<file path="src/core/acc_defines.svh">
`ifndef ACC_DEFINES_SVH
`define ACC_DEFINES_SVH

// register byte addresses (word aligned)
`define ACC_OFS_MODE        5'h00
`define ACC_OFS_RES         5'h04
`define ACC_OFS_CHAN        5'h08
`define ACC_OFS_IRQF        5'h0c
`define ACC_OFS_IRQM        5'h10
`define ACC_OFS_GATE        5'h14
`define ACC_OFS_STAT        5'h18

// field positions
`define ACC_BIT_RUN         7
`define ACC_BIT_DIVHI       4
`define ACC_BIT_DIVLO       3
`define ACC_BIT_LV          1
`define ACC_BIT_CMP         0
`define ACC_BIT_RES         0
`define ACC_BIT_IRQ         1
`define ACC_BIT_GATE        5

// reset values
`define ACC_RST_MODE        8'h00
`define ACC_RST_RES         8'h00
`define ACC_RST_CHAN        8'h00
`define ACC_RST_IRQM_FIXED  8'hfe
`define ACC_MASK_FIXED      8'hf8

// conversion lengths in converter clocks
`define ACC_LEN_10_STD      5'd23
`define ACC_LEN_10_LV       5'd17
`define ACC_LEN_8_STD       5'd21
`define ACC_LEN_8_LV        5'd15
`define ACC_SMP_8_STD       5'd9
`define ACC_SMP_8_LV        5'd3
`define ACC_SMP_10_STD      5'd9
`define ACC_SMP_10_LV       5'd5

`endif

</file>
<file path="src/core/acc_pkg.sv">
package acc_pkg;
    typedef enum logic [1:0] {ACC_ST_IDLE, ACC_ST_SAMPLE, ACC_ST_CONVERT} acc_state_t;
endpackage

</file>
<file path="src/core/acc_clk_if.sv">
`timescale 1ns/100ps
interface acc_clk_if;
    logic       enable;
    logic [1:0] div_code;
    logic       tick;
    modport ctl (output enable, output div_code, input tick);
    modport div (input enable, input div_code, output tick);
endinterface

</file>
<file path="src/core/acc_clkdiv.sv">
`timescale 1ns/100ps
`include "acc_defines.svh"
module acc_clkdiv
(
    // clock and reset
    input  wire logic clk,
    input  wire logic rst_n,
    // control and tick
    acc_clk_if.div    cif
);
    logic [2:0] cnt_q;
    logic [2:0] cnt_d;
    logic [2:0] last;
    logic       wrap;
    logic       tick_q;

    // 00 -> /8, 01 -> /4, 10 -> /2, 11 -> undivided
    assign last  = (cif.div_code == 2'h0) ? 3'h7 :
                   (cif.div_code == 2'h1) ? 3'h3 :
                   (cif.div_code == 2'h2) ? 3'h1 : 3'h0;
    assign wrap  = (cnt_q >= last);
    assign cnt_d = !cif.enable ? 3'h0 : (wrap ? 3'h0 : cnt_q + 3'h1);
    assign cif.tick = tick_q;

    always_ff @(posedge clk or negedge rst_n)
    begin
        if (!rst_n)
        begin
            cnt_q  <= 3'h0;
            tick_q <= 1'b0;
        end
        else
        begin
            cnt_q  <= cnt_d;
            tick_q <= cif.enable && wrap;
        end
    end
endmodule

</file>
<file path="src/core/acc_top.sv">
// Added by the designer: the Avalon-MM register port and the address map.
`timescale 1ns/100ps
`include "acc_defines.svh"

// Function
// - divider code picks clock /8 /4 /2 /1
// - 8-bit: 21 or 15 clocks
// - resolution bit 0; upper bits read zero
// - channel code selects inputs, upper zero
// - code 111 selects internal reference
// - irq flag bit 1, cleared by writing 0
// - mask bit 1 gates; bits 7-3 read one
// - run bit 7 enables conversion with bit 0 and gate bit set
// - comparator enable bit 0 runs comparator while gate bit set
// - clock gate bit supplies converter clock
// - 10-bit: 23 or 17 clocks
// - flag set at each conversion end
module acc_top
#(
    parameter int CHAN_BITS = 3
)
(
    // clock and reset
    input  wire logic        clk,
    input  wire logic        rst_n,
    // avalon-mm slave
    input  wire logic [4:0]  avs_address,
    input  wire logic        avs_read,
    input  wire logic        avs_write,
    input  wire logic [31:0] avs_writedata,
    input  wire logic [3:0]  avs_byteenable,
    output logic      [31:0] avs_readdata,
    output logic             avs_waitrequest,
    // analog front end control
    output logic             cmp_on,
    output logic             sample_on,
    output logic      [2:0]  chan_sel,
    output logic             ref_sel,
    output logic             eoc_pulse,
    output logic             irq_req
);

    // ************************************************************
    // registers
    // ************************************************************
    logic [7:0] mode_q;
    logic       res_q;
    logic [2:0] chan_q;
    logic       irqf_q;
    logic       irqm_q;
    logic       gate_q;
    logic       ack_q;
    logic       wait_q;
    logic [31:0] rdata_q;

    logic       req;
    logic       wr_en;
    logic       lane0;
    logic       hit_mode;
    logic       hit_res;
    logic       hit_chan;
    logic       hit_irqf;
    logic       hit_irqm;
    logic       hit_gate;
    logic       hit_stat;
    logic [7:0] wb;
    logic [7:0] rd_byte;
    logic [2:0] chan_mask;

    // one wait cycle: request answered on the second edge
    assign req      = (avs_read || avs_write) && !ack_q;
    // writes land only on the edge that completes the transfer
    assign wr_en    = avs_write && ack_q;
    assign lane0    = avs_byteenable[0];
    assign wb       = avs_writedata[7:0];
    assign hit_mode = ({avs_address[4:2], 2'b00} == `ACC_OFS_MODE);
    assign hit_res  = ({avs_address[4:2], 2'b00} == `ACC_OFS_RES);
    assign hit_chan = ({avs_address[4:2], 2'b00} == `ACC_OFS_CHAN);
    assign hit_irqf = ({avs_address[4:2], 2'b00} == `ACC_OFS_IRQF);
    assign hit_irqm = ({avs_address[4:2], 2'b00} == `ACC_OFS_IRQM);
    assign hit_gate = ({avs_address[4:2], 2'b00} == `ACC_OFS_GATE);
    assign hit_stat = ({avs_address[4:2], 2'b00} == `ACC_OFS_STAT);
    // code width limited by package size
    assign chan_mask = (CHAN_BITS >= 3) ? 3'h7 : 3'h3;

    always_ff @(posedge clk or negedge rst_n)
    begin
        if (!rst_n)
        begin
            ack_q <= 1'b0;
        end
        else
        begin
            ack_q <= req;
        end
    end

    always_ff @(posedge clk or negedge rst_n)
    begin
        if (!rst_n)
        begin
            mode_q <= `ACC_RST_MODE;
            res_q  <= 1'b0;
            chan_q <= 3'h0;
            irqm_q <= 1'b1;
            gate_q <= 1'b0;
        end
        else if (wr_en && lane0)
        begin
            if (hit_mode)
                mode_q <= wb & 8'h9b;
            if (hit_res)
                res_q <= wb[`ACC_BIT_RES];
            if (hit_chan)
                chan_q <= wb[2:0] & chan_mask;
            if (hit_irqm)
                irqm_q <= wb[`ACC_BIT_IRQ];
            if (hit_gate)
                gate_q <= wb[`ACC_BIT_GATE];
        end
    end

    // ************************************************************
    // conversion sequencer
    // ************************************************************
    acc_clk_if cif ();
    acc_pkg::acc_state_t st_q;
    acc_pkg::acc_state_t st_d;
    logic [4:0] cnt_q;
    logic [4:0] cnt_d;
    logic [4:0] conv_len;
    logic [4:0] smp_len;
    logic       active;
    logic       done;
    logic       run;
    logic       lv;

    // clock only while gate bit set
    assign cif.enable   = gate_q;
    assign cif.div_code = {mode_q[`ACC_BIT_DIVHI], mode_q[`ACC_BIT_DIVLO]};
    assign lv  = mode_q[`ACC_BIT_LV];
    assign run = mode_q[`ACC_BIT_RUN] && mode_q[`ACC_BIT_CMP] && gate_q;

    // length by resolution and timing mode
    assign conv_len = res_q ? (lv ? `ACC_LEN_8_LV : `ACC_LEN_8_STD)
                            : (lv ? `ACC_LEN_10_LV : `ACC_LEN_10_STD);
    assign smp_len  = res_q ? (lv ? `ACC_SMP_8_LV : `ACC_SMP_8_STD)
                            : (lv ? `ACC_SMP_10_LV : `ACC_SMP_10_STD);

    acc_clkdiv u_div
    (
        .clk   (clk),
        .rst_n (rst_n),
        .cif   (cif)
    );

    assign active = (st_q != acc_pkg::ACC_ST_IDLE);
    assign done   = active && cif.tick && (cnt_q == conv_len - 5'd1);

    always_comb
    begin
        st_d  = st_q;
        cnt_d = cnt_q;
        if (!run)
        begin
            st_d  = acc_pkg::ACC_ST_IDLE;
            cnt_d = 5'h0;
        end
        else
        begin
            unique case (st_q)
                acc_pkg::ACC_ST_IDLE:
                begin
                    st_d  = acc_pkg::ACC_ST_SAMPLE;
                    cnt_d = 5'h0;
                end
                acc_pkg::ACC_ST_SAMPLE:
                begin
                    if (cif.tick)
                    begin
                        cnt_d = cnt_q + 5'd1;
                        if (cnt_q == smp_len - 5'd1)
                            st_d = acc_pkg::ACC_ST_CONVERT;
                    end
                end
                acc_pkg::ACC_ST_CONVERT:
                begin
                    if (done)
                    begin
                        st_d  = acc_pkg::ACC_ST_SAMPLE;
                        cnt_d = 5'h0;
                    end
                    else if (cif.tick)
                    begin
                        cnt_d = cnt_q + 5'd1;
                    end
                end
            endcase
        end
    end

    always_ff @(posedge clk or negedge rst_n)
    begin
        if (!rst_n)
        begin
            st_q  <= acc_pkg::ACC_ST_IDLE;
            cnt_q <= 5'h0;
        end
        else
        begin
            st_q  <= st_d;
            cnt_q <= cnt_d;
        end
    end

    // ************************************************************
    // interrupt flag
    // ************************************************************
    logic irqf_clr;

    assign irqf_clr = wr_en && lane0 && hit_irqf && !wb[`ACC_BIT_IRQ];

    always_ff @(posedge clk or negedge rst_n)
    begin
        if (!rst_n)
        begin
            irqf_q <= 1'b0;
        end
        // set wins over a clear in the same cycle
        else if (done)
        begin
            irqf_q <= 1'b1;
        end
        else if (irqf_clr)
        begin
            irqf_q <= 1'b0;
        end
    end

    // ************************************************************
    // read mux and outputs
    // ************************************************************
    assign rd_byte =
        hit_mode ? mode_q :
        hit_res  ? {7'h00, res_q} :
        hit_chan ? {5'h00, chan_q} :
        hit_irqf ? {6'h00, irqf_q, 1'b0} :
        hit_irqm ? (`ACC_MASK_FIXED | {6'h00, irqm_q, 1'b0}) :
        hit_gate ? {2'h0, gate_q, 5'h00} :
        hit_stat ? {3'h0, cnt_q} : 8'h00;

    always_ff @(posedge clk or negedge rst_n)
    begin
        if (!rst_n)
        begin
            rdata_q <= 32'h0;
        end
        else if (avs_read && !ack_q)
        begin
            rdata_q <= hit_stat ? {22'h0, active, st_q == acc_pkg::ACC_ST_SAMPLE, rd_byte} : {24'h0, rd_byte};
        end
    end

    assign avs_readdata    = rdata_q;
    assign avs_waitrequest = wait_q;

    // registered waitrequest: high while idle, low only in the answer cycle
    always_ff @(posedge clk or negedge rst_n)
    begin
        if (!rst_n)
        begin
            wait_q <= 1'b1;
        end
        else
        begin
            wait_q <= !req;
        end
    end

    // ************************************************************
    // front end outputs
    // ************************************************************
    logic cmp_on_d;
    logic sample_on_d;
    logic ref_sel_d;
    logic irq_req_d;

    assign cmp_on_d    = mode_q[`ACC_BIT_CMP] && gate_q;
    assign sample_on_d = run && (st_d == acc_pkg::ACC_ST_SAMPLE);
    assign ref_sel_d   = (CHAN_BITS >= 3) && (chan_q == 3'h7);
    // mask 0 lets the request out
    // end event or-ed in so the request does not trail the pulse
    assign irq_req_d   = (irqf_q || done) && !irqm_q;

    always_ff @(posedge clk or negedge rst_n)
    begin
        if (!rst_n)
        begin
            cmp_on    <= 1'b0;
            sample_on <= 1'b0;
        end
        else
        begin
            cmp_on    <= cmp_on_d;
            sample_on <= sample_on_d;
        end
    end

    always_ff @(posedge clk or negedge rst_n)
    begin
        if (!rst_n)
        begin
            chan_sel <= 3'h0;
            ref_sel  <= 1'b0;
        end
        else
        begin
            chan_sel <= chan_q;
            ref_sel  <= ref_sel_d;
        end
    end

    always_ff @(posedge clk or negedge rst_n)
    begin
        if (!rst_n)
        begin
            eoc_pulse <= 1'b0;
            irq_req   <= 1'b0;
        end
        else
        begin
            eoc_pulse <= done;
            irq_req   <= irq_req_d;
        end
    end
endmodule

</file>
<file path="config.mk">
export PLATFORM = sky130hd
export DESIGN_NAME = acc_top
export DESIGN_NICKNAME = d
export VERILOG_FILES = /design/src/core/acc_pkg.sv /design/src/core/acc_clk_if.sv /design/src/core/acc_clkdiv.sv /design/src/core/acc_top.sv
export VERILOG_INCLUDE_DIRS = /design/src /design/src/core
export SDC_FILE = /design/constraint.sdc
export NUM_CORES = 1
export LEC_CHECK = 0
export ABC_AREA = 1
export BUFFER_PORTS_ARGS = -buffer_cell sky130_fd_sc_hd__buf_4
export CAP_MARGIN = 20
export CORE_MARGIN = 8
export CORE_UTILIZATION = 53
export CTS_CLUSTER_DIAMETER = 60
export CTS_CLUSTER_SIZE = 16
export DETAILED_ROUTE_END_ITERATION = 10
export GPL_TIMING_DRIVEN = 1
export PLACE_DENSITY = 0.85
export SLEW_MARGIN = 5
export SYNTH_ARGS = -nofsm -noshare
export SYNTH_HDL_FRONTEND = slang
export SYNTH_HIERARCHICAL = 1
export SYNTH_SLANG_ARGS = --single-unit
</file>
<file path="constraint.sdc">
create_clock -name clk -period 3.28 [get_ports clk]
set_clock_uncertainty 0.2 [all_clocks]
set_input_delay 0.656 -clock clk [delete_from_list [all_inputs] [get_ports clk]]
set_output_delay 0.656 -clock clk [all_outputs]
set_load 0.05 [all_outputs]
</file>
==> results.sh <==
export IMPL_number_of_storage_elements_in_the_synthesis_netlist=43
export IMPL_grt_remaining_overflow=0
export IMPL_cp_cell_sequence="buf_4"
export IMPL_cp_start_kind="register"
export IMPL_die_w_um=81.55
export IMPL_synth_area_per_cell_sq_um=8.403
export IMPL_cts_hold_fix_buffers=0
export IMPL_synth_top_cells_by_count="nand2_1 (53), inv_1 (43), dfrtp_1 (41), nor2_1 (23), buf_4 (22)"
export IMPL_cp_num_cells=1
export IMPL_critical_path_reg2reg_startpoint="res_q"
export IMPL_finalWirelength_um=4510
export IMPL_power_per_cell_area_mw_per_mm2=693.1
export IMPL_layout_nets=363
export IMPL_drive_above_1_share=0.2039
export IMPL_worst_ep_arrival_ns=0.99
export IMPL_power_internal_uw=1139
export IMPL_post_synth_num_cell_types=31
export IMPL_post_synthesis_adder_cell_area_fraction=0.05495
export IMPL_floorplan_die_area_sq_mm=0.006650
export IMPL_gp_routability_congestion=0.9020
export IMPL_post_synth_mux_area_share=0.009890
export IMPL_worst_r2r_setup_slack_ns=1.51
export IMPL_floorplan_rows=24
export IMPL_drt_initial_drc_count=93
export IMPL_clk_root_buffer_cell="clkbuf_8"
export IMPL_postCtsSetupRepairBufs=0
export IMPL_timing_critical_path_required_ns=2.42
export IMPL_fin_setup_tns_ns=0
export IMPL_critPathCaptureType="primary output"
export IMPL_port_buffers=33
export IMPL_timing_max_slew_rel_slack=0.6539
export IMPL_ys_top_cells_by_area="dfrtp_1 (45%), nand2_1 (8.7%), buf_4 (7.3%)"
export IMPL_maximum_number_of_pins_on_one_net_before_global_route_repair=44
export IMPL_max_slew_worst_pin_slew_ns=0.5191
export IMPL_ctsLongestPathBuffers=2
export IMPL_finalWorstPathRequiredPeriod_ns=1.848
export IMPL_final_period_utilization=0.5635
export IMPL_detailed_route_wire_length_per_cell_um=12.49
export IMPL_drt_antenna_violating_nets=0
export IMPL_ys_async_sr_fraction=1.000
export IMPL_synth_simple_gate_area_share=0.2038
export IMPL_cts_repair_resized=0
export IMPL_cts_clk_slew_worst_paths_ns=0.08
export IMPL_xor_xnor_share_of_the_synthesized_area=0.01538
export IMPL_combinationalPowerShare=0.343
export IMPL_crit_path_top_delay_cell="dfstp_2"
export IMPL_share_of_the_synthesized_area_in_the_top_cell_type=0.4505
export IMPL_power_leakage_uw=0.001397
export IMPL_grt_antenna_before_repair=0
export IMPL_grt_pass1_wl_um=7293
export IMPL_cts_tree="built"
export IMPL_cts_sinks=43
export IMPL_startpoint="avs_waitrequest"
export IMPL_synth_largest_area_cell="dfrtp_1"
export IMPL_worst_path_buf_inv=1
export IMPL_clock_power_share=0.262
export IMPL_routed_vias=1756
export IMPL_cts_made_buffers=5
export IMPL_num_antenna_cells=0
export IMPL_netSwitchingFraction=0.3745
export IMPL_synth_edff_count=0
export IMPL_drv_max_cap_violation_count=0
export IMPL_critical_path_class="register to primary output"
export IMPL_worstSkewPairLatency_ns=0.29
export IMPL_ff2ff_path_depth=12
export IMPL_grt_util_all_layers=0.1378
export IMPL_critical_path_reg2reg_endpoint="sample_on"
export IMPL_report_power_total_uw=1821
export IMPL_synth_seq_area_share=0.4736
export IMPL_netlist_area_sq_mm=0.002277
export IMPL_postSynth_topFlopCell="dfrtp_1"
export IMPL_dieHeight_um=81.55
export IMPL_core_area_sq_mm=0.004234
export IMPL_crit_end="avs_waitrequest"
export IMPL_power_switching_uw=681.9
export IMPL_first_global_vias=1715
export IMPL_peakVddDrop_v=0.0003632
export IMPL_dp_wirelength_um=3514
export IMPL_initial_utilization=0.5378
export IMPL_crit_path_max_fanout=1
export IMPL_final_setup_viol_count=0
export IMPL_worstHoldPathType="input pin to asynchronous set/reset pin"
export IMPL_htree_num_levels=2
export IMPL_top_level_ports=86
export IMPL_final_max_slew_viol_count=0
export IMPL_drt_pass1_iter_count=4
export IMPL_sequentialPowerShare=0.395
export IMPL_finalHoldWorstSlack_ns=0.1395
export IMPL_synth_warning_count=6
export IMPL_dominant_combinational_cell_family_by_area_after_synthesis="simple AND/OR/NAND/NOR gates"
export IMPL_syn2layout_area_growth_pct=15.38
export IMPL_max_freq_mhz=541.1
export IMPL_drc=0
export IMPL_netlist_instances=271
export IMPL_report_final_hold_viol_count=0
export IMPL_crit_family="flip-flops"
export IMPL_synthMostInstantiatedCell="nand2_1"
export IMPL_post_drt_via_cell_ratio=4.864
export IMPL_rsz0062_at_grt="false"
export IMPL_status="finished clean"
export IMPL_synth_compound_area_frac=0.08846
export IMPL_critical_path_max_stage_delay_ns=0.52
-- flip-flops by register name, indices dropped and copies added, names as in the netlist, 2 cells and up --
| signal | flops |
|---|---|
| avs_readdata | 10 |
| chan_sel | 3 |
| chan_q | 3 |
| st_q | 2 |
| mode_q | 5 |
| cnt_q | 5 |
| u_div/cnt_q | 3 |
-- cell type report --
class / instances / area [sq um]
inverters: 46 / 172.7
flip-flops and latches: 43 / 1079
repair buffers: 33 / 247.7
fillers: 346 / 1607
well taps: 52 / 65.06
clock inverters: 2 / 60.06
multi-input cells: 179 / 930.9
clock buffers: 6 / 72.57
-- metal layers --
metal  routed length (um)  track usage  vias to the layer above
li1                     -            -                      876
met1                 1781       0.1495                      830
met2                 2352       0.2522                       48
met3                  350      0.04048                        2
met4                   26      0.04107                        0
met5                    0            0                        -
-- power groups by stage --
| stage | clock, uW | sequential (uW) | combinational [uW] |
|---|---|---|---|
| 6_report | 477 | 719 | 625 |
| 5_1_grt | 509 | 733 | 698 |
| 4_1_cts | 489 | 718 | 631 |
| 3_5_place_dp | 0 | 728 | 626 |
| 3_3_place_gp | 0 | 724 | 606 |
| 2_1_floorplan | 0 | 853 | 350 |
-- placed cells by master, fill, tap and decap left out --
master,n
nor2_2,7
a21oi_1,7
or2_2,1
nand2_1,53
o21ai_1,1
nand2_4,1
conb_1,22
a21oi_2,1
nor2_4,1
nand3_1,9
dfrtp_1,41
xor2_1,3
dfstp_2,2
nor2_1,23
nand2_2,4
clkbuf_8,5
nand3_2,1
bufinv_16,2
inv_2,3
xnor2_1,1
mux2_2,2
nor3_1,4
a31oi_1,3
clkbuf_1,1
nand4_1,1
a211oi_1,1
inv_1,43
o22ai_1,3
o21ai_0,17
buf_4,33
ha_1,10
o31ai_1,3
-- logic make-up (layout without fill, tap and decap cells) --
logic type,Yosys count,after routing
AOI/OAI and AO/OA,36,36
xor gates and xnor gates,4,4
adders and majority gates,10,10
buffers and inverters,70,87
DFF,43,43
muxes,2,2
other,1,22
and+or+nand+nor,105,105
-- worst min-delay path by stage --
stage / startpoint / end / slack (ns) / cells after the start
after CTS: rst_n / chan_q[0] / 0.16 / 1
after global routing: rst_n / chan_sel[0] / 0.17 / 1
after detailed placement: chan_q[0] / chan_sel[0] / 0.19 / 0
after global placement: chan_q[0] / chan_sel[0] / 0.18 / 0
final: rst_n / chan_sel[0] / 0.14 / 1
after floorplan: rst_n / ack_q / 0.16 / 0
-- per-stage QoR --
step           worst slack [ns]    util  instances  cell area, sq um
6_report                  1.432  0.6206        361              2628
2_1_floorplan             1.518       -        292              2356
4_1_cts                   1.422  0.6206        361              2628
3_3_place_gp              1.245  0.5892        353              2495
5_1_grt                   1.338  0.6206        361              2628
3_5_place_dp              1.241  0.5892        353              2495
(Power assumes the default switching activity.)
